## config.mk

```make
export PLATFORM = sky130hd
export DESIGN_NAME = phy_event_flag_mask_status
export DESIGN_NICKNAME = d
export VERILOG_FILES = /design/src/phy_event_pkg.sv /design/src/phy_event_flag_mask_status.sv
export VERILOG_INCLUDE_DIRS = /design/src
export SDC_FILE = /design/constraint.sdc
export NUM_CORES = 1
export LEC_CHECK = 0
export BUFFER_PORTS_ARGS = -buffer_cell sky130_fd_sc_hd__buf_2
export CORE_MARGIN = 1
export CORE_UTILIZATION = 25
export DETAILED_ROUTE_END_ITERATION = 6
export SLEW_MARGIN = 20
export SYNTH_ARGS = -nofsm -noshare
export SYNTH_HDL_FRONTEND = slang
export SYNTH_SLANG_ARGS = --single-unit
export TNS_END_PERCENT = 1
```

## constraint.sdc

```tcl
create_clock -name pclk -period 1.55 [get_ports pclk]
set_input_delay 0.0775 -clock pclk [delete_from_list [all_inputs] [get_ports pclk]]
set_output_delay 0.0775 -clock pclk [all_outputs]
set_load 0.02 [all_outputs]
```

## src/phy_event_defs.svh

```systemverilog
// Constants for the PHY event flag, mask and link-result status block.
// Assumes it is included by the package and the top module by bare name.
// Function
// - Energy appearing sets flag bit 7
// - Negotiation complete sets flag bit 6
// - Remote fault from partner sets bit 5
// - Link going down sets flag bit 4
// - Partner acknowledge received sets bit 3
// - Parallel detection fault sets flag bit 2
// - Negotiation page received sets flag bit 1
// - Flags latch high, clear on read or write-one; reserved read zero
// - Link-down flag takes present line state at first enabled cycle
// - Mask bits 7-0 enable sources, reset zero
// - Mask bits 15-8 read zero, written zero
// - Status bit 12 shows negotiation done
// - Bits 4-2 report resolved speed and duplex
// - Status bits 11-5 reset to 0000010
// - Status bits 15-13, 1-0 read zero
// - Energy indication drops after 256 ms quiet
`ifndef PHY_EVENT_DEFS_SVH
`define PHY_EVENT_DEFS_SVH

// Register indices; byte address is four times the index
`define IDX_EVENT_FLAGS 6'h1d
`define IDX_EVENT_MASK 6'h1e
`define IDX_LINK_STATUS 6'h1f

// Event flag bit positions
`define FLAG_W 8
`define ENERGY_EVENT_FLAG_BIT 7
`define NEGOTIATION_COMPLETE_FLAG_BIT 6
`define REMOTE_FAULT_FLAG_BIT 5
`define LINK_DOWN_FLAG_BIT 4
`define PARTNER_ACK_FLAG_BIT 3
`define PARALLEL_DETECT_FAULT_FLAG_BIT 2
`define PAGE_RECEIVED_FLAG_BIT 1
`define RESERVED_FLAG_BIT 0

// Link-result status fields
`define AUTODONE_BIT 12
`define SPEED_MSB 4
`define SPEED_LSB 2
`define CTL_MSB 11
`define CTL_LSB 5
`define CTL_LANE0_W 3
`define CTL_LANE1_W 4

// Reset values and speed codes
`define FLAGS_RST 8'h00
`define MASK_RST 8'h00
`define CTL_RST 7'h02
`define SPEED_RST 3'h0
`define SPEED_10_HALF 3'h1
`define SPEED_10_FULL 3'h5
`define SPEED_100_HALF 3'h2
`define SPEED_100_FULL 3'h6

// Timing
`define ENERGY_WINDOW_MS 256
`define PCLK_HZ 20000000
`define MS_PER_S 1000

`endif

```

## src/phy_event_pkg.sv

```systemverilog
// Types shared by the PHY event flag, mask and status block.
// Assumes the constants header sits in the same folder.
`include "phy_event_defs.svh"

package phy_event_pkg;

   // Start-up sequence: one cycle to capture the line state, then run
   typedef enum logic [1:0] {
      st_init = 2'b01,
      st_run  = 2'b10
   } run_state_t;

   typedef logic [`FLAG_W-1:0] flag_vec_t;

endpackage : phy_event_pkg
```

## src/phy_event_flag_mask_status.sv

```systemverilog
// Event flags, event mask and link-result status of the PHY, as an APB slave.
// Assumes all event and status inputs come from PHY logic on pclk, so no
// synchroniser is placed on them; pulses are one pclk cycle wide.
`include "phy_event_defs.svh"

module phy_event_flag_mask_status
   import phy_event_pkg::*;
#(
   parameter int ADDR_W               = 8,
   parameter int ENERGY_WINDOW_CYCLES = `ENERGY_WINDOW_MS * (`PCLK_HZ / `MS_PER_S)
) (
   input  wire logic              pclk,
   input  wire logic              presetn,
   input  wire logic              ce,
   input  wire logic              psel,
   input  wire logic              penable,
   input  wire logic              pwrite,
   input  wire logic [ADDR_W-1:0] paddr,
   input  wire logic [31:0]       pwdata,
   input  wire logic [3:0]        pstrb,
   output logic      [31:0]       prdata,
   output logic                   pready,
   output logic                   pslverr,
   input  wire logic              energy_seen,
   input  wire logic              an_done,
   input  wire logic              remote_fault,
   input  wire logic              partner_ack,
   input  wire logic              parallel_fault,
   input  wire logic              page_received,
   input  wire logic              link_up,
   input  wire logic              res_speed_100,
   input  wire logic              res_full_duplex,
   output logic                   energy_present,
   output logic                   phy_irq
);

   localparam int CNT_W = $clog2(ENERGY_WINDOW_CYCLES + 1);
   localparam logic [CNT_W-1:0] CNT_LAST = CNT_W'(ENERGY_WINDOW_CYCLES - 1);
   localparam int CTL_W = `CTL_MSB - `CTL_LSB + 1;
   localparam flag_vec_t FLAG_RST_VEC = `FLAGS_RST;

   run_state_t        state_reg;
   flag_vec_t         flags_reg;
   flag_vec_t         mask_reg;
   flag_vec_t         set_ev;
   flag_vec_t         hold_ev;
   flag_vec_t         clr_req;
   logic [CTL_W-1:0]  ctl_reg;
   logic [CTL_W-1:0]  ctl_next;
   logic [CTL_W-1:0]  ctl_lanes;
   logic [2:0]        speed_reg;
   logic [2:0]        speed_code;
   logic              autodone_reg;
   logic              link_up_reg;
   logic              energy_reg;
   logic [CNT_W-1:0]  quiet_cnt_reg;
   logic              energy_rise;
   logic              loaded_reg;
   logic [31:0]       prdata_reg;
   logic              pslverr_reg;
   logic [31:0]       rd_word;
   logic [15:0]       status_word;
   logic              hit_flags;
   logic              hit_mask;
   logic              hit_stat;
   logic              mapped;
   logic              xfer_done;
   logic              wr_done;
   logic              rd_done;
   logic              running;

   // Address decode against four times each register index
   assign hit_flags = (paddr == ADDR_W'({`IDX_EVENT_FLAGS, 2'b00}));
   assign hit_mask  = (paddr == ADDR_W'({`IDX_EVENT_MASK, 2'b00}));
   assign hit_stat  = (paddr == ADDR_W'({`IDX_LINK_STATUS, 2'b00}));
   assign mapped    = hit_flags | hit_mask | hit_stat;
   assign running   = (state_reg == st_run);

   // Ready only once read data is held in flops; a frozen block never answers
   assign pready    = ce & loaded_reg;
   assign xfer_done = psel & penable & pready;
   assign wr_done   = xfer_done & pwrite & ~pslverr_reg;
   assign rd_done   = xfer_done & ~pwrite & ~pslverr_reg;
   assign prdata    = prdata_reg;
   assign pslverr   = pslverr_reg;

   // Start-up: the first enabled cycle after reset captures the line state
   always_ff @(posedge pclk or negedge presetn) begin
      if (!presetn) begin
         state_reg <= st_init;
      end else if (ce) begin
         case (state_reg)
            st_init: state_reg <= st_run;
            st_run:  state_reg <= st_run;
            default: state_reg <= st_init;
         endcase
      end
   end

   // Status inputs tracked once per cycle for edge detection and readback
   always_ff @(posedge pclk or negedge presetn) begin
      if (!presetn) begin
         link_up_reg  <= 1'b0;
         autodone_reg <= 1'b0;
         speed_reg    <= `SPEED_RST;
      end else if (ce) begin
         link_up_reg  <= link_up;
         autodone_reg <= an_done;
         speed_reg    <= speed_code;
      end
   end

   // Resolved speed and duplex encoding
   always_comb begin
      case ({res_full_duplex, res_speed_100})
         2'b00:   speed_code = `SPEED_10_HALF;
         2'b10:   speed_code = `SPEED_10_FULL;
         2'b01:   speed_code = `SPEED_100_HALF;
         2'b11:   speed_code = `SPEED_100_FULL;
         default: speed_code = `SPEED_RST;
      endcase
   end

   // Energy indication: high from reset, low after a full quiet window.
   // The counter parks at its last value so a long silence cannot wrap.
   always_ff @(posedge pclk or negedge presetn) begin
      if (!presetn) begin
         energy_reg    <= 1'b1;
         quiet_cnt_reg <= '0;
      end else if (ce) begin
         if (energy_seen) begin
            energy_reg    <= 1'b1;
            quiet_cnt_reg <= '0;
         end else if (energy_reg) begin
            if (quiet_cnt_reg == CNT_LAST) begin
               energy_reg <= 1'b0;
            end else begin
               quiet_cnt_reg <= CNT_W'(quiet_cnt_reg + 1'b1);
            end
         end
      end
   end

   assign energy_present = energy_reg;
   assign energy_rise    = energy_seen & ~energy_reg;

   // Event sources; none fires during the start-up capture cycle, when the link-down flag takes the line state
   always_comb begin
      set_ev = '0;
      if (running) begin
         set_ev[`ENERGY_EVENT_FLAG_BIT]          = energy_rise;
         set_ev[`NEGOTIATION_COMPLETE_FLAG_BIT]  = an_done & ~autodone_reg;
         set_ev[`REMOTE_FAULT_FLAG_BIT]          = remote_fault;
         set_ev[`LINK_DOWN_FLAG_BIT]             = link_up_reg & ~link_up;
         set_ev[`PARTNER_ACK_FLAG_BIT]           = partner_ack;
         set_ev[`PARALLEL_DETECT_FAULT_FLAG_BIT] = parallel_fault;
         set_ev[`PAGE_RECEIVED_FLAG_BIT]         = page_received;
      end
   end

   // A cause still present keeps its flag; link down is a lasting cause
   always_comb begin
      hold_ev = set_ev;
      hold_ev[`LINK_DOWN_FLAG_BIT] = set_ev[`LINK_DOWN_FLAG_BIT] | (running & ~link_up);
   end

   // Clear only the bits that were actually returned, so an event landing
   // between data capture and completion is never lost. Write-one also clears.
   always_comb begin
      clr_req = '0;
      if (rd_done && hit_flags) begin
         clr_req = prdata_reg[`FLAG_W-1:0];
      end else if (wr_done && hit_flags && pstrb[0]) begin
         clr_req = pwdata[`FLAG_W-1:0];
      end
   end

   // One latching flop per flag bit; set wins over any clear
   for (genvar i = 0; i < `FLAG_W; i++) begin : g_flag
      logic bit_q;
      always_ff @(posedge pclk or negedge presetn) begin
         if (!presetn) begin
            bit_q <= FLAG_RST_VEC[i];
         end else if (ce) begin
            if (!running && (i == `LINK_DOWN_FLAG_BIT)) begin
               bit_q <= ~link_up;
            end else if (set_ev[i]) begin
               bit_q <= 1'b1;
            end else if (clr_req[i] && !hold_ev[i]) begin
               bit_q <= 1'b0;
            end
         end
      end
      assign flags_reg[i] = bit_q;
   end

   // Mask register: low byte only, upper byte is not stored
   always_ff @(posedge pclk or negedge presetn) begin
      if (!presetn) begin
         mask_reg <= `MASK_RST;
      end else if (ce && wr_done && hit_mask && pstrb[0]) begin
         mask_reg <= pwdata[`FLAG_W-1:0];
      end
   end

   // Stored status field, written per byte lane
   always_comb begin
      ctl_lanes = {{`CTL_LANE1_W{pstrb[1]}}, {`CTL_LANE0_W{pstrb[0]}}};
      ctl_next  = (ctl_reg & ~ctl_lanes) | (pwdata[`CTL_MSB:`CTL_LSB] & ctl_lanes);
   end

   always_ff @(posedge pclk or negedge presetn) begin
      if (!presetn) begin
         ctl_reg <= `CTL_RST;
      end else if (ce && wr_done && hit_stat) begin
         ctl_reg <= ctl_next;
      end
   end

   // Status word; reserved bits stay zero
   always_comb begin
      status_word = '0;
      status_word[`AUTODONE_BIT]         = autodone_reg;
      status_word[`CTL_MSB:`CTL_LSB]     = ctl_reg;
      status_word[`SPEED_MSB:`SPEED_LSB] = speed_reg;
   end

   // Read mux; unmapped addresses read zero
   always_comb begin
      rd_word = '0;
      if (hit_flags) begin
         rd_word[`FLAG_W-1:0] = flags_reg;
      end else if (hit_mask) begin
         rd_word[`FLAG_W-1:0] = mask_reg;
      end else if (hit_stat) begin
         rd_word[15:0] = status_word;
      end
   end

   // Read data and error captured once per transfer, then held until done
   always_ff @(posedge pclk or negedge presetn) begin
      if (!presetn) begin
         loaded_reg  <= 1'b0;
         prdata_reg  <= '0;
         pslverr_reg <= 1'b0;
      end else if (ce) begin
         if (xfer_done) begin
            loaded_reg <= 1'b0;
         end else if (psel && !loaded_reg) begin
            loaded_reg  <= 1'b1;
            pslverr_reg <= ~mapped;
            prdata_reg  <= pwrite ? 32'h0000_0000 : rd_word;
         end
      end
   end

   // Level interrupt from unmasked flags
   assign phy_irq = |(flags_reg & mask_reg);

   a_energy_flag: assert property (@(posedge pclk) disable iff (!presetn)
      ce && running && energy_seen && !energy_reg
      |=> flags_reg[`ENERGY_EVENT_FLAG_BIT] && energy_reg)
      else $error("energy flag not set on energy return");

   a_done_flag: assert property (@(posedge pclk) disable iff (!presetn)
      ce && running && an_done && !autodone_reg
      |=> flags_reg[`NEGOTIATION_COMPLETE_FLAG_BIT] && autodone_reg)
      else $error("negotiation complete flag not set");

   a_fault_flag: assert property (@(posedge pclk) disable iff (!presetn)
      ce && running && remote_fault |=> flags_reg[`REMOTE_FAULT_FLAG_BIT])
      else $error("remote fault flag not set");

   a_link_flag: assert property (@(posedge pclk) disable iff (!presetn)
      ce && running && link_up_reg && !link_up
      |=> flags_reg[`LINK_DOWN_FLAG_BIT])
      else $error("link down flag not set");

   a_ack_flag: assert property (@(posedge pclk) disable iff (!presetn)
      ce && running && partner_ack |=> flags_reg[`PARTNER_ACK_FLAG_BIT])
      else $error("partner acknowledge flag not set");

   a_pd_flag: assert property (@(posedge pclk) disable iff (!presetn)
      ce && running && parallel_fault
      |=> flags_reg[`PARALLEL_DETECT_FAULT_FLAG_BIT])
      else $error("parallel detection fault flag not set");

   a_page_flag: assert property (@(posedge pclk) disable iff (!presetn)
      ce && running && page_received |=> flags_reg[`PAGE_RECEIVED_FLAG_BIT])
      else $error("page received flag not set");

   a_flags_reserved: assert property (@(posedge pclk) disable iff (!presetn)
      !flags_reg[`RESERVED_FLAG_BIT]
      && (!(rd_done && hit_flags) || prdata[31:`FLAG_W] == '0))
      else $error("reserved flag bits not zero");

   a_flag_latches: assert property (@(posedge pclk) disable iff (!presetn)
      flags_reg[`REMOTE_FAULT_FLAG_BIT] && !(rd_done && hit_flags) && !wr_done
      |=> flags_reg[`REMOTE_FAULT_FLAG_BIT])
      else $error("flag dropped without a clearing access");

   a_init_link: assert property (@(posedge pclk) disable iff (!presetn)
      ce && !running |=> flags_reg[`LINK_DOWN_FLAG_BIT] == !$past(link_up))
      else $error("link down flag does not follow line state at start");

   a_mask_write: assert property (@(posedge pclk) disable iff (!presetn)
      ce && wr_done && hit_mask && pstrb[0]
      |=> mask_reg == $past(pwdata[`FLAG_W-1:0]))
      else $error("mask write not stored");

   a_mask_upper: assert property (@(posedge pclk) disable iff (!presetn)
      rd_done && hit_mask |-> prdata[31:`FLAG_W] == '0 && prdata[`FLAG_W-1:0] == mask_reg)
      else $error("mask readback wrong");

   a_autodone_rd: assert property (@(posedge pclk) disable iff (!presetn)
      ce && !an_done |=> !autodone_reg && !status_word[`AUTODONE_BIT])
      else $error("done bit set while negotiation not done");

   a_speed_code: assert property (@(posedge pclk) disable iff (!presetn)
      ce && res_speed_100 && res_full_duplex |=> speed_reg == `SPEED_100_FULL)
      else $error("speed code wrong for 100 full duplex");

   a_ctl_field: assert property (@(posedge pclk) disable iff (!presetn)
      rd_done && hit_stat |-> prdata[`CTL_MSB:`CTL_LSB] == ctl_reg)
      else $error("status field readback wrong");

   a_stat_reserved: assert property (@(posedge pclk) disable iff (!presetn)
      rd_done && hit_stat |-> prdata[31:`AUTODONE_BIT+1] == '0
                              && prdata[`SPEED_LSB-1:0] == '0)
      else $error("status reserved bits not zero");

   a_energy_drop: assert property (@(posedge pclk) disable iff (!presetn)
      ce && energy_reg && !energy_seen && quiet_cnt_reg == CNT_LAST |=> !energy_reg)
      else $error("energy indication did not drop after quiet window");

   a_irq_follow: assert property (@(posedge pclk) disable iff (!presetn)
      ce && running && parallel_fault && mask_reg[`PARALLEL_DETECT_FAULT_FLAG_BIT]
      && !(wr_done && hit_mask)
      |=> phy_irq)
      else $error("unmasked event gave no interrupt");

   a_irq_masked: assert property (@(posedge pclk) disable iff (!presetn)
      mask_reg == '0 |-> !phy_irq)
      else $error("interrupt high with all sources masked");

   a_read_clear: assert property (@(posedge pclk) disable iff (!presetn)
      ce && running && rd_done && hit_flags && !page_received
      && prdata_reg[`PAGE_RECEIVED_FLAG_BIT]
      |=> !flags_reg[`PAGE_RECEIVED_FLAG_BIT])
      else $error("page flag not cleared by read");

   a_freeze_flags: assert property (@(posedge pclk) disable iff (!presetn)
      !ce |=> flags_reg == $past(flags_reg))
      else $error("flags moved while clock enable low");

   a_freeze_mask: assert property (@(posedge pclk) disable iff (!presetn)
      !ce |=> mask_reg == $past(mask_reg))
      else $error("mask moved while clock enable low");

   a_write_clear: assert property (@(posedge pclk) disable iff (!presetn)
      ce && wr_done && hit_flags && pstrb[0] && pwdata[`REMOTE_FAULT_FLAG_BIT]
      && !remote_fault |=> !flags_reg[`REMOTE_FAULT_FLAG_BIT])
      else $error("write one did not clear remote fault flag");

   a_setup_wait: assert property (@(posedge pclk) disable iff (!presetn)
      psel && !penable |-> !pready)
      else $error("ready high in setup cycle");

   a_zero_wait: assert property (@(posedge pclk) disable iff (!presetn)
      ce && psel && !penable && !loaded_reg ##1 ce |-> pready)
      else $error("access phase not answered at once");

   a_err_unmapped: assert property (@(posedge pclk) disable iff (!presetn)
      xfer_done |-> pslverr == !mapped)
      else $error("error response does not match address decode");

endmodule : phy_event_flag_mask_status

```

# Word-level counts from Yosys, hierarchy flattened
# Index checks and enable logic that the tools add are counted.
# word_totals
regBits	87
elab_cells	134
inputBits	59
output_inout_bits	36
# classes
bitwise	26
n_reduce_logical	44
mux	34
add_sub_neg	1
n_eq_ne	11
# op_table
cell	count
23-bit 2-to-1 mux	3
8-bit 2-to-1 mux	5
8-bit by 7-bit equality test with 1-bit output (second input constant)	3
23-bit by 1-bit adder with 23-bit output (second input constant)	1
23-bit equality test (second input constant)	1
1-bit 2-to-1 mux	20
16-bit 2-to-1 mux	1
2-bit AND reduction	8
2-bit nonzero test	8
1-bit logical AND	15
7-bit bitwise AND	2
13-bit 2-to-1 mux	1
3-bit case mux with 4 select lines	1
1-bit bitwise AND	11
8-bit bitwise AND	1
1-bit logical NOT	8
8-bit OR reduction	1
7-bit 2-to-1 mux	1
1-bit inverter	7
7-bit inverter	1
7-bit OR	1
2-bit equality test (second input constant)	3
3-bit AND reduction	2
5-bit 2-to-1 mux	1
7 further kinds	10

# Logic depth before layout (Yosys ltp)
# Gate-level depths: netlist (run 1).
# depth
ltp_word	12
depth_mapped	7
mapped_depth_nobuf	6

# Worst setup path before layout (run 1)
# No wires, ideal clock.
# synth_path
path_type	reg-to-reg
start	register energy_reg, in the netlist energy_present
end	register quiet_cnt_reg[11]
required_ps	1430
n_path_buf	0
t_arrival_ps	1575
path_stages_with_launch	6
path_slack_ps	-145
setup_ps	120
synth_period_minus_slack_ps	1695
path_cell_list	dfstp_2 > and2_1 > and3_1 > a21boi_1 > a31oi_1 > a41o_1
# synth_via
elab_chain_cells	2
# synth_rtl
item	line	source
start: declaration	phy_event_flag_mask_status.sv:55	logic energy_reg;
start signal: assignment	phy_event_flag_mask_status.sv:128	energy_reg <= 1'b1;
start signal: assignment	phy_event_flag_mask_status.sv:132	energy_reg <= 1'b1;
start signal: assignment	phy_event_flag_mask_status.sv:136	energy_reg <= 1'b0;
2-bit nonzero test (no source line)	-	
3-bit AND reduction (no source line)	-	
end signal: assignment	phy_event_flag_mask_status.sv:138	quiet_cnt_reg <= CNT_W'(quiet_cnt_reg + 1'b1);
end: declaration	phy_event_flag_mask_status.sv:56	logic [CNT_W-1:0] quiet_cnt_reg;
# No other way between the ends.
# A chain may end at the register's enable or synchronous reset.

# Worst setup path after layout (run 1)
# layout_path
start	register quiet_cnt_reg[0]
end	register quiet_cnt_reg[17]
# layout_via
elab_chain_cells	4
word_cells_on_any_way	7
cone_classes	1 x add/sub; 2 x eq/ne; 3 x mux; 1 x reduce/logical
# layout_rtl
item	line	source
23-bit by 1-bit adder with 23-bit output	phy_event_flag_mask_status.sv:138	
23-bit 2-to-1 mux	phy_event_flag_mask_status.sv:135	if (quiet_cnt_reg == CNT_LAST) begin
23-bit 2-to-1 mux	phy_event_flag_mask_status.sv:134	end else if (energy_reg) begin
23-bit 2-to-1 mux	phy_event_flag_mask_status.sv:131	if (energy_seen) begin
# Several ways; a longest one is shown, not always the timed one. The select of a mux whose other input is x is not followed.

==> results.ini, run 1 <==
[cells_and_area]
multi_input_area_sq_mm = 0.00190
fillers = 1401
stdcell_area_sq_mm = 0.00500
nets = 530
antennaDiodeCount = 0
area_delta_synth_final_pct = 36.4
register_area_sq_mm = 0.00171
layout-drive-gt1-share_pct = 35.5

[setup_path]
crit_fanout = 3
critPathKind = flop to flop
critPathLaunchType = flop
cp.arrival_ns = 1.93
cp_data_required_time_ns = 1.76
end_kind = flop

[synth]
synthesis.area_sq_mm = 0.00367
synth.distinct_cells = 62
synth_cells = 355
synth-seq-area-share_pct = 46.5
synth-edff-count = 0
synthFlopType = dfrtp_1
syn_avg_cell_area_sq_um = 10.3
synth_seq_cells = 68
synth_warnings = 0
synthArstFlopShare_pct = 100

[outcome]
violations = negative setup slack
status = complete, but fails checks

[route]
wirelength_um = 9140
drc = 0
viasPerCell = 4.64
num_vias = 3030
drt_pass1_iterations = 5
dr.first_iter.drc_count = 103
wl_per_cell_um = 14.0
drtAntennaViolNets = 0

[placed_design]
portBuffers = 53
hpwl_um = 6630
globalplace.congestion = 0.820
dpl-instance-area_sq_mm = 0.00443

[sta]
fin_setup_tns_ns = -2.15
fin_ws_ns = -0.172
hold_viol_final = 0
skew_ns = 0.00969
fin_crit_ns = 1.72
rsz0062_at_grt = true
maxSlewViolCount = 0
finalSetupViolations = 27
max_freq_ghz = 0.581
fin_crit_sh_pct = 111

[die]
num_io_pins = 95
die_w_um = 123
start_util_pct = 26.0
die_y_um = 123
rows = 43
die_area_sq_mm = 0.0152
core_sq_mm = 0.0141

[run]
max-cap-violations = 0

[clock_network]
cts_inserted_buffers = 9
cts.sinks = 68
cts_tree = done
cts_buffer_depth = 2
cts.reportedPaths.clkPinSlew_ns = 0.06
root_buffer = clkbuf_16
htreeDepth = 3
insertion_delay_ns = 0.33

[min_path]
hp-class = primary input to flop

[global_route]
track_usage_pct = 13.0
grt_pass1_wl_um = 15200
grt_pass1_vias = 3063
grt_max_degree = 69
antenna_found_initial = 0
overflow = 0

[pwr]
powerDensity_mw_per_mm2 = 946
max-vdd-ir-drop_uv = 587
leakage_nw = 2.31
power_mw = 4.73

[metal layers]
metal	part of all wire [%]	up-vias	global-route usage [%]
li1	-	1468	-
met1	44	1471	15.9
met2	51	80	22.5
met3	4.1	11	3.18
met4	1.1	0	3.61
met5	0	-	0
[placed cells by master (no fill, tap or decap), types with 3 or more instances in the layout]
master	count
nand2b_1	7
dlygate4sd3_1	14
nand3b_1	4
mux2_4	8
o21ai_1	10
inv_1	3
conb_1	19
a31o_1	6
and4_4	3
dfstp_2	3
and2_1	3
o311a_1	6
and3_4	3
dfrtp_1	65
nand2_1	40
nand4_1	8
nor2_1	31
mux2_1	7
xor2_1	6
and3_1	5
buf_2	53
buf_4	49
clkbuf_16	9
xnor2_1	12
a22o_1	6
mux2_2	4
a21oi_1	19
nand3_1	8
[worst paths after layout]
path                       slack, ns                    startpoint  cells past startpoint                            end
setup / recovery               -0.17  quiet_cnt_reg[0]$_DFFE_PN0P_                      7  quiet_cnt_reg[17]$_DFFE_PN0P_
hold / removal                 0.009                     pwdata[5]                      2                           flop
setup reg to reg               -0.17  quiet_cnt_reg[0]$_DFFE_PN0P_                      7  quiet_cnt_reg[17]$_DFFE_PN0P_
hold reg to reg                 0.49                          flop                      1                           flop
max in group asynchronous       0.92                       presetn                      3     energy_present$_DFFE_PN1P_
min in group asynchronous       0.30                       presetn                      3    g_flag[2].bit_q$_DFFE_PN0P_
[layout make-up]
class,count,share of cell area (%)
timing repair buffer,120,16.7
sequential,68,34.1
tap,180,4.50
inverter,4,0.300
clock buffer,9,4.50
multi-input combinational,266,38.1
clock inverter,6,1.80
[Yosys cell counts, drive strengths merged, types with 2 or more instances]
cell type | instances | area [sq um]
a211oi | 3 | 22.5
a21oi | 21 | 105
a22o | 6 | 52.6
a22oi | 2 | 15.0
a31o | 6 | 52.6
and2 | 4 | 25.0
and3 | 8 | 50.1
and4 | 4 | 35.0
buf | 24 | 180
clkbuf | 11 | 41.3
dfrtp | 65 | 1630
dfstp | 3 | 78.8
ha | 2 | 25.0
inv | 4 | 15.0
mux2 | 19 | 244
nand2 | 40 | 150
nand2b | 7 | 43.8
nand3 | 11 | 67.6
nand3b | 4 | 30.0
nand4 | 9 | 62.6
nor2 | 33 | 124
nor3 | 4 | 42.5
nor3b | 2 | 20.0
nor4 | 2 | 42.5
nor4b | 2 | 30.0
o21ai | 11 | 55.1
o311a | 6 | 60.1
or2 | 2 | 12.5
or3 | 3 | 23.8
xnor2 | 12 | 105
xor2 | 6 | 52.6
[worst max-delay path, cell delays in order (launching register included)]
cell      delay [ns]
dfrtp_1         0.40
buf_4           0.14
and4_4          0.22
buf_4           0.11
nand4_1         0.20
a211oi_1        0.32
xnor2_1         0.16
nor2_1          0.06
[where the power goes]
group	leakage (nW)	total [mW]	internal [mW]	switching, mW
combinational	1.28	0.633	0.267	0.366
sequential	0.883	1.92	1.86	0.0559
clock	0.151	2.18	1.40	0.777
total	2.31	4.73	3.53	1.20
[timing repair]
item | in CTS | in global routing
hold buffers | 14 | 0
pin swaps | 10 | 8
endpoints found under the hold margin | 79 | 0
setup endpoints to repair | 49 | 52
buffers inserted | 1 | 0
gates resized for setup | 13 | 10
[metrics by stage]
stage          cells  util (%)  worst slack [ns]  hold WS (ns)
3_3_place_gp     623      31.4            -0.155         0.128
2_1_floorplan    373         -           -0.0593        -0.218
6_report         653      35.5            -0.172       0.00934
3_5_place_dp     623      31.4            -0.187         0.141
5_1_grt          653      35.5            -0.244        0.0121
4_1_cts          653      35.1            -0.145       0.00337
[kinds of logic after synthesis]
kind of cell | after synthesis | share of synthesized area (%)
buffers and inverters | 39 | 6.45
AO/OA/AOI/OAI | 67 | 13.1
multiplexers | 20 | 6.93
AND/OR/NAND/NOR | 140 | 21.9
adder cells (fa/ha/maj) | 2 | 0.682
XOR/XNOR | 18 | 4.30
other | 1 | 0.102
flip-flops | 68 | 46.5
No activity file was read; power rests on OpenSTA's default activity.
==> run 2, diff against run 1 <==
ABC_AREA = 1   (was default)
==> run 2 against run 1 <==
Against the previous run:
- the run ends with negative hold slack left
- clock skew shrank 0.0041 ns
- sequential share of layout area shrank 2.5 points
- synthesized cell count grew 49%
- hold slack lost 0.0097 ns
- wire length grew 22%
- non-clock buffer count grew 10
==> results.ini, run 2 <==
[clock_network]
cts.sinks = 68  ; unchanged
htreeDepth = 3  ; unchanged
cts_inserted_buffers = 9  ; unchanged
cts_tree = done
root_buffer = clkbuf_16
cts.reportedPaths.clkPinSlew_ns = 0.05  ; about the same
cts_buffer_depth = 2  ; unchanged
insertion_delay_ns = 0.33  ; about the same

[setup_path]
end_kind = flop
critPathKind = flop to flop
path_common_cell = nand2_1
worstPathCellList = buf_4, nand2_1, nor2_1, nand4_1, nor2_2, nand2_1, nand2_1, nand3_1, o21ai_1
cpMaxStageDelayCell = dfrtp_2
reg2regPathDepth = 9  ; +2
critPathTopFamily = simple AND/OR/NAND/NOR gates
crit_fanout = 5  ; +2
cp.buffers_inverters = 1  ; -1
critPathLaunchType = flop
cp_num_cells = 9  ; +2
cpPeakStageDelay_ns = 0.41  ; about the same
cp.arrival_ns = 1.79  ; -0.14 ns
cp_data_required_time_ns = 1.81  ; +0.05 ns

[synth]
synth_top_area_share_pct = 41.3  ; -3.0 points
synthArstFlopShare_pct = 100  ; unchanged
synth.most_common_cell = nand2_1
synthesis.area_sq_mm = 0.00393  ; +7.3%
synth_top_cell_by_area = dfrtp_1
synth_seq_cells = 68  ; unchanged
synth-seq-area-share_pct = 43.4  ; -3.2 points
synth_warnings = 0  ; unchanged
syn_avg_cell_area_sq_um = 7.42  ; -28%
synth-edff-count = 0  ; unchanged
ys_top_cells_by_area = dfrtp_1, nand2_1, inv_1
synth.distinct_cells = 34  ; -45%
synth_cells = 530  ; +49%
synthTopCellsByCount = nand2_1, dfrtp_1, inv_1
synthFlopType = dfrtp_1

[global_route]
grt_pass1_wl_um = 18100  ; +19%
overflow = 0  ; unchanged
track_usage_pct = 14.3  ; +1.4 points
antenna_found_initial = 0  ; unchanged
grt_max_degree = 55  ; -20%
grt_pass1_vias = 3662  ; +20%

[sta]
maxSlewViolCount = 0  ; unchanged
hold_viol_final = 1  ; +1
skew_ns = 0.00562  ; -0.00408 ns
max_freq_ghz = 0.651  ; +12%
hold_ws_ns = -0.000374  ; -0.00971 ns
finalSetupViolations = 0  ; -100%
fin_ws_ns = 0.0140  ; +0.186 ns
fin_crit_sh_pct = 99.1  ; -12 points
fin_setup_tns_ns = 0  ; +2.15 ns
rsz0062_at_grt = true
fin_crit_ns = 1.54  ; -0.186 ns

[outcome]
status = complete, but fails checks
violations = negative hold slack

[route]
drt_pass1_iterations = 5  ; unchanged
num_vias = 3859  ; +27%
dr.first_iter.drc_count = 168  ; +63%
dr_wl_met2_um = 5270  ; +13%
drc = 0  ; unchanged
wirelength_met1_um = 5150  ; +29%
wl_met3_um = 537  ; +42%
wl_per_cell_um = 12.8  ; -8.8%
drtAntennaViolNets = 0  ; unchanged
top_layer_used = met4
viasPerCell = 4.42  ; -4.8%
wirelength_um = 11100  ; +22%

[cells_and_area]
layout-drive-gt1-share_pct = 28.1  ; -7.5 points
antennaDiodeCount = 0  ; unchanged
fillers = 1618  ; +15%
mostFrequentLayoutCells = nand2_1, dfrtp_1, inv_1, buf_4, buf_2
layout.cells.most_common = nand2_1
nets = 720  ; +36%
area_delta_synth_final_pct = 37.6
register_area_sq_mm = 0.00171  ; +0.44%
multi_input_area_sq_mm = 0.00196  ; +3.0%

[placed_design]
pre_cts_ws_ns = -0.0310  ; +0.156 ns
globalplace.congestion = 0.886  ; +8.1%
hpwl_um = 8210  ; +24%
portBuffers = 53  ; unchanged

[die]
die_area_sq_mm = 0.0162  ; +7.2%
num_io_pins = 95  ; unchanged
die_w_um = 127  ; +3.5%
start_util_pct = 25.8  ; -0.23 points
rows = 45  ; +4.7%
die_y_um = 127  ; +3.5%
core_sq_mm = 0.0153  ; +8.2%

[pwr]
max-vdd-ir-drop_uv = 518  ; -12%
leakage_nw = 2.53  ; +9.4%
powerDensity_mw_per_mm2 = 882  ; -6.8%

[min_path]
min_path_cells = 3  ; +1
hp-class = primary input to flop

[run]
max-cap-violations = 0  ; unchanged

run 2: cell count changes after synthesis, sizes merged, moves of 7 or more:
cell    previous run  this run
nand3             11        46
mux2              19         3
and3               8         0
nand2             40       144
xnor2             12         2
nor3               4        11
a21oi             21         6
o21ai             11        57
inv                4        68
nand2b             7         0
nor2              33        53
run 2: per-stage QoR:
| step | cells | total power, mW | hold slack, ns | area (sq um) | util [%] |
|---|---|---|---|---|---|
| floorplan | 548 | 2.46 | -0.218 | 4020 | - |
| global placement | 834 | 2.72 | 0.0778 | 4740 | 31.1 |
| detailed placement | 834 | 2.73 | 0.0801 | 4740 | 31.1 |
| CTS | 866 | 4.79 | 0.00131 | 5210 | 34.2 |
| global route | 874 | 5.01 | 0.0137 | 5410 | 35.5 |
| finish | 874 | 4.77 | -0.000374 | 5410 | 35.5 |
run 2: final timing paths:
path | start | to | slack, ns
min | link_up | link_up_reg$_DFFE_PN0P_ | -0.0004
max | quiet_cnt_reg[14]$_DFFE_PN0P_ | quiet_cnt_reg[19]$_DFFE_PN0P_ | 0.01
min in group asynchronous | presetn | quiet_cnt_reg[16]$_DFFE_PN0P_ | 0.27
max in group asynchronous | presetn | async pin | 0.95
min reg2reg | flop | flop | 0.48
max reg2reg | quiet_cnt_reg[14]$_DFFE_PN0P_ | quiet_cnt_reg[19]$_DFFE_PN0P_ | 0.01
run 2: logic make-up after synthesis:
kind of cell	share of synthesized area [%]
simple gates	29.7
buf+inv	11.9
compound gates	10.8
flops	43.4
xor+xnor	2.67
mux	0.859
fa+ha+maj	0.636
other cells	0.0953
run 2: power breakdown:
part / switching, mW / total, mW / internal, mW
registers: 0.0891 / 2.00 / 1.91
clock network: 0.756 / 1.99 / 1.23
logic: 0.491 / 0.788 / 0.298
total: 1.34 / 4.77 / 3.44
run 2: what timing repair did:
action | 4_1_cts | 5_1_grt
buffers inserted | 2 | 5
pin swaps | 1 | 8
resized for setup | 8 | 39
hold buffers | 15 | 0
endpoints found under the setup margin | 19 | 28
gates cloned | 0 | 3
endpoints found under the hold margin | 79 | 0
run 2: layout make-up:
type	instances	share of cell area (%)
clock buffers	10	4.23
clock inverters	5	0.994
inverters	70	4.86
multi-input cells	380	36.2
flip-flops and latches	68	31.7
well taps	211	4.88
repair buffers	130	17.2
run 2: metal layers:
| metal | global-route usage (%) | vias to the layer above |
|---|---|---|
| met2 | 23.2 | 114 |
| li1 | - | 1926 |
| met4 | 4.69 | 0 |
| met3 | 3.27 | 17 |
| met5 | 0 | - |
| met1 | 18.9 | 1802 |
run 2: worst register-to-register path: cells and delay by family (launching register included):
kind,cells,cell delay (ns)
AOI/OAI and AO/OA,1,0.15
buffers and inverters,1,0.13
DFF,1,0.41
and+or+nand+nor,7,0.78
==> run 3, diff against run 2 <==
CAP_MARGIN = 20   (was default)
CORE_ASPECT_RATIO = 1.4   (was default)
==> run 3 against run 2 <==
Against the previous run:
- the run now ends clean
- clock-buffer cell count decreased by 1
- final cell count decreased by 2.9%
- via count decreased by 2.4%
- clock power increased by 22%
- die area about the same
- critical endpoint is now quiet_cnt_reg[18]$_DFFE_PN0P_
- largest cell class unchanged
- highest routed layer unchanged
==> results.ini, run 3 (same netlist as run 2, synthesis figures left out) <==
[route]
dr.first_iter.drc_count = 159  ; -5.4%
wl_per_cell_um = 13.3  ; +4.6%
viasPerCell = 4.44  ; +0.46%
drt_pass1_iterations = 5  ; unchanged
drc = 0  ; unchanged
num_vias = 3766  ; -2.4%
wirelength_um = 11300  ; +1.6%
drtAntennaViolNets = 0  ; unchanged

[global_route]
antenna_found_initial = 0  ; unchanged
overflow = 0  ; unchanged
busiest_layer = met2
grt_pass1_vias = 3730  ; +1.9%
met3_usage_pct = 3.16  ; -0.11 points
grt_pass1_wl_um = 18200  ; +0.50%
use_met2_pct = 26.4  ; +3.2 points
grt_util_met1_pct = 16.8  ; -2.1 points
track_usage_pct = 14.9  ; +0.54 points
grt_max_degree = 69  ; +25%

[pwr]
max-vdd-ir-drop_uv = 430  ; -17%
leakage_nw = 2.53  ; +0.25%
powerDensity_mw_per_mm2 = 966  ; +9.5%

[clock_network]
cts_buffer_depth = 2  ; unchanged
cts.reportedPaths.clkPinSlew_ns = 0.06  ; about the same
cts_tree = done
cts_inserted_buffers = 9  ; unchanged
insertion_delay_ns = 0.33  ; about the same
root_buffer = clkbuf_16
cts.sinks = 68  ; unchanged
htreeDepth = 3  ; unchanged

[die]
die_area_sq_mm = 0.0162  ; about the same
core_sq_mm = 0.0152  ; -0.48%
rows = 53  ; +18%
num_io_pins = 95  ; unchanged
die_w_um = 108  ; -15%
start_util_pct = 25.9  ; +0.12 points
die_y_um = 150  ; +18%

[cells_and_area]
layout-drive-gt1-share_pct = 26.3  ; -1.7 points
area_delta_synth_final_pct = 36.8
mostFrequentLayoutCells = nand2_1, dfrtp_1, inv_1
antennaDiodeCount = 0  ; unchanged
final_util_pct = 35.4  ; -0.037 points
nets = 713  ; -0.97%
layout.cells.most_common = nand2_1

[placed_design]
portBuffers = 53  ; unchanged
globalplace.congestion = 0.887  ; about the same
pre_cts_ws_ns = 0.00381  ; +0.0348 ns
hpwl_um = 8390  ; +2.2%

[sta]
maxSlewViolCount = 0  ; unchanged
fin_crit_sh_pct = 99.9  ; +0.83 points
hold_ws_ns = 0.0238  ; +0.0241 ns
hold_viol_final = 0  ; -1
skew_ns = 0.00711  ; +0.00149 ns
rsz0062_at_grt = true
fin_ws_ns = 0.00107  ; -0.0129 ns
fin_setup_tns_ns = 0  ; unchanged
fin_crit_ns = 1.55  ; +0.0129 ns
finalSetupViolations = 0  ; unchanged
max_freq_ghz = 0.646  ; -0.83%

[min_path]
hp-class = primary input to flop

[setup_path]
critPathLaunchType = flop
end_kind = flop
cp_data_required_time_ns = 1.77  ; -0.04 ns
cp.arrival_ns = 1.77  ; -0.02 ns
critPathKind = flop to flop
crit_fanout = 9  ; +4

[run]
max-cap-violations = 0  ; unchanged

[outcome]
status = completed

run 3: routing by layer:
layer	vias to the layer above	wire length, um	share of wire (%)
li1	1919	-	-
met5	-	0	0
met3	18	472	4.2
met1	1729	4710	42
met2	100	5880	52
met4	0	261	2.3
run 3: layout make-up:
cell class | instances | area (sq um)
Fill cell | 1612 | 9810
Multi-Input combinational cell | 380 | 1930
Sequential cell | 68 | 1710
Timing Repair Buffer | 123 | 888
Inverter | 70 | 263
Tap cell | 192 | 240
Clock buffer | 9 | 225
Clock inverter | 7 | 124
run 3: critical path, stage by stage (launching register included):
cell and delay, ns:
dfrtp_1 0.39, ha_4 0.15, nand3_2 0.11, inv_2 0.08, nand2_1 0.08, nor2_2 0.11, nand3_2 0.11, nand3_4 0.17
buf_8 0.16, o21ai_1 0.08
run 3: final timing paths:
kind,from,end,slack [ns],depth (start not counted)
max,quiet_cnt_reg[1]$_DFFE_PN0P_,quiet_cnt_reg[18]$_DFFE_PN0P_,0.001,9
min,pwdata[5],mask_reg[5]$_DFFE_PN0P_,0.02,3
max reg2reg,quiet_cnt_reg[1]$_DFFE_PN0P_,quiet_cnt_reg[18]$_DFFE_PN0P_,0.001,9
min reg2reg,flop,flop,0.48,2
max in group asynchronous,presetn,async pin,0.91,3
min in group asynchronous,presetn,quiet_cnt_reg[11]$_DFFE_PN0P_,0.28,3
run 3: report_power, final:
group	switching [mW]	total, mW	internal (mW)
sequential	0.0991	2.01	1.91
combinational	0.478	0.765	0.287
clock	0.843	2.43	1.58
total	1.42	5.20	3.78
run 3: timing repair:
| action | CTS | global route |
|---|---|---|
| cloned | 0 | 3 |
| hold buffers | 17 | 0 |
| setup buffers | 0 | 1 |
| pin swaps | 2 | 6 |
| endpoints found under the setup margin | 14 | 36 |
| hold endpoints to repair | 81 | 0 |
| resized for setup | 9 | 31 |
run 3: stage by stage:
step | instances | total power [mW] | cell area (sq um)
2_1_floorplan | 548 | 2.46 | 4020
3_3_place_gp | 812 | 2.72 | 4700
3_5_place_dp | 812 | 2.73 | 4700
4_1_cts | 845 | 5.23 | 5240
5_1_grt | 849 | 5.45 | 5380
6_report | 849 | 5.20 | 5380
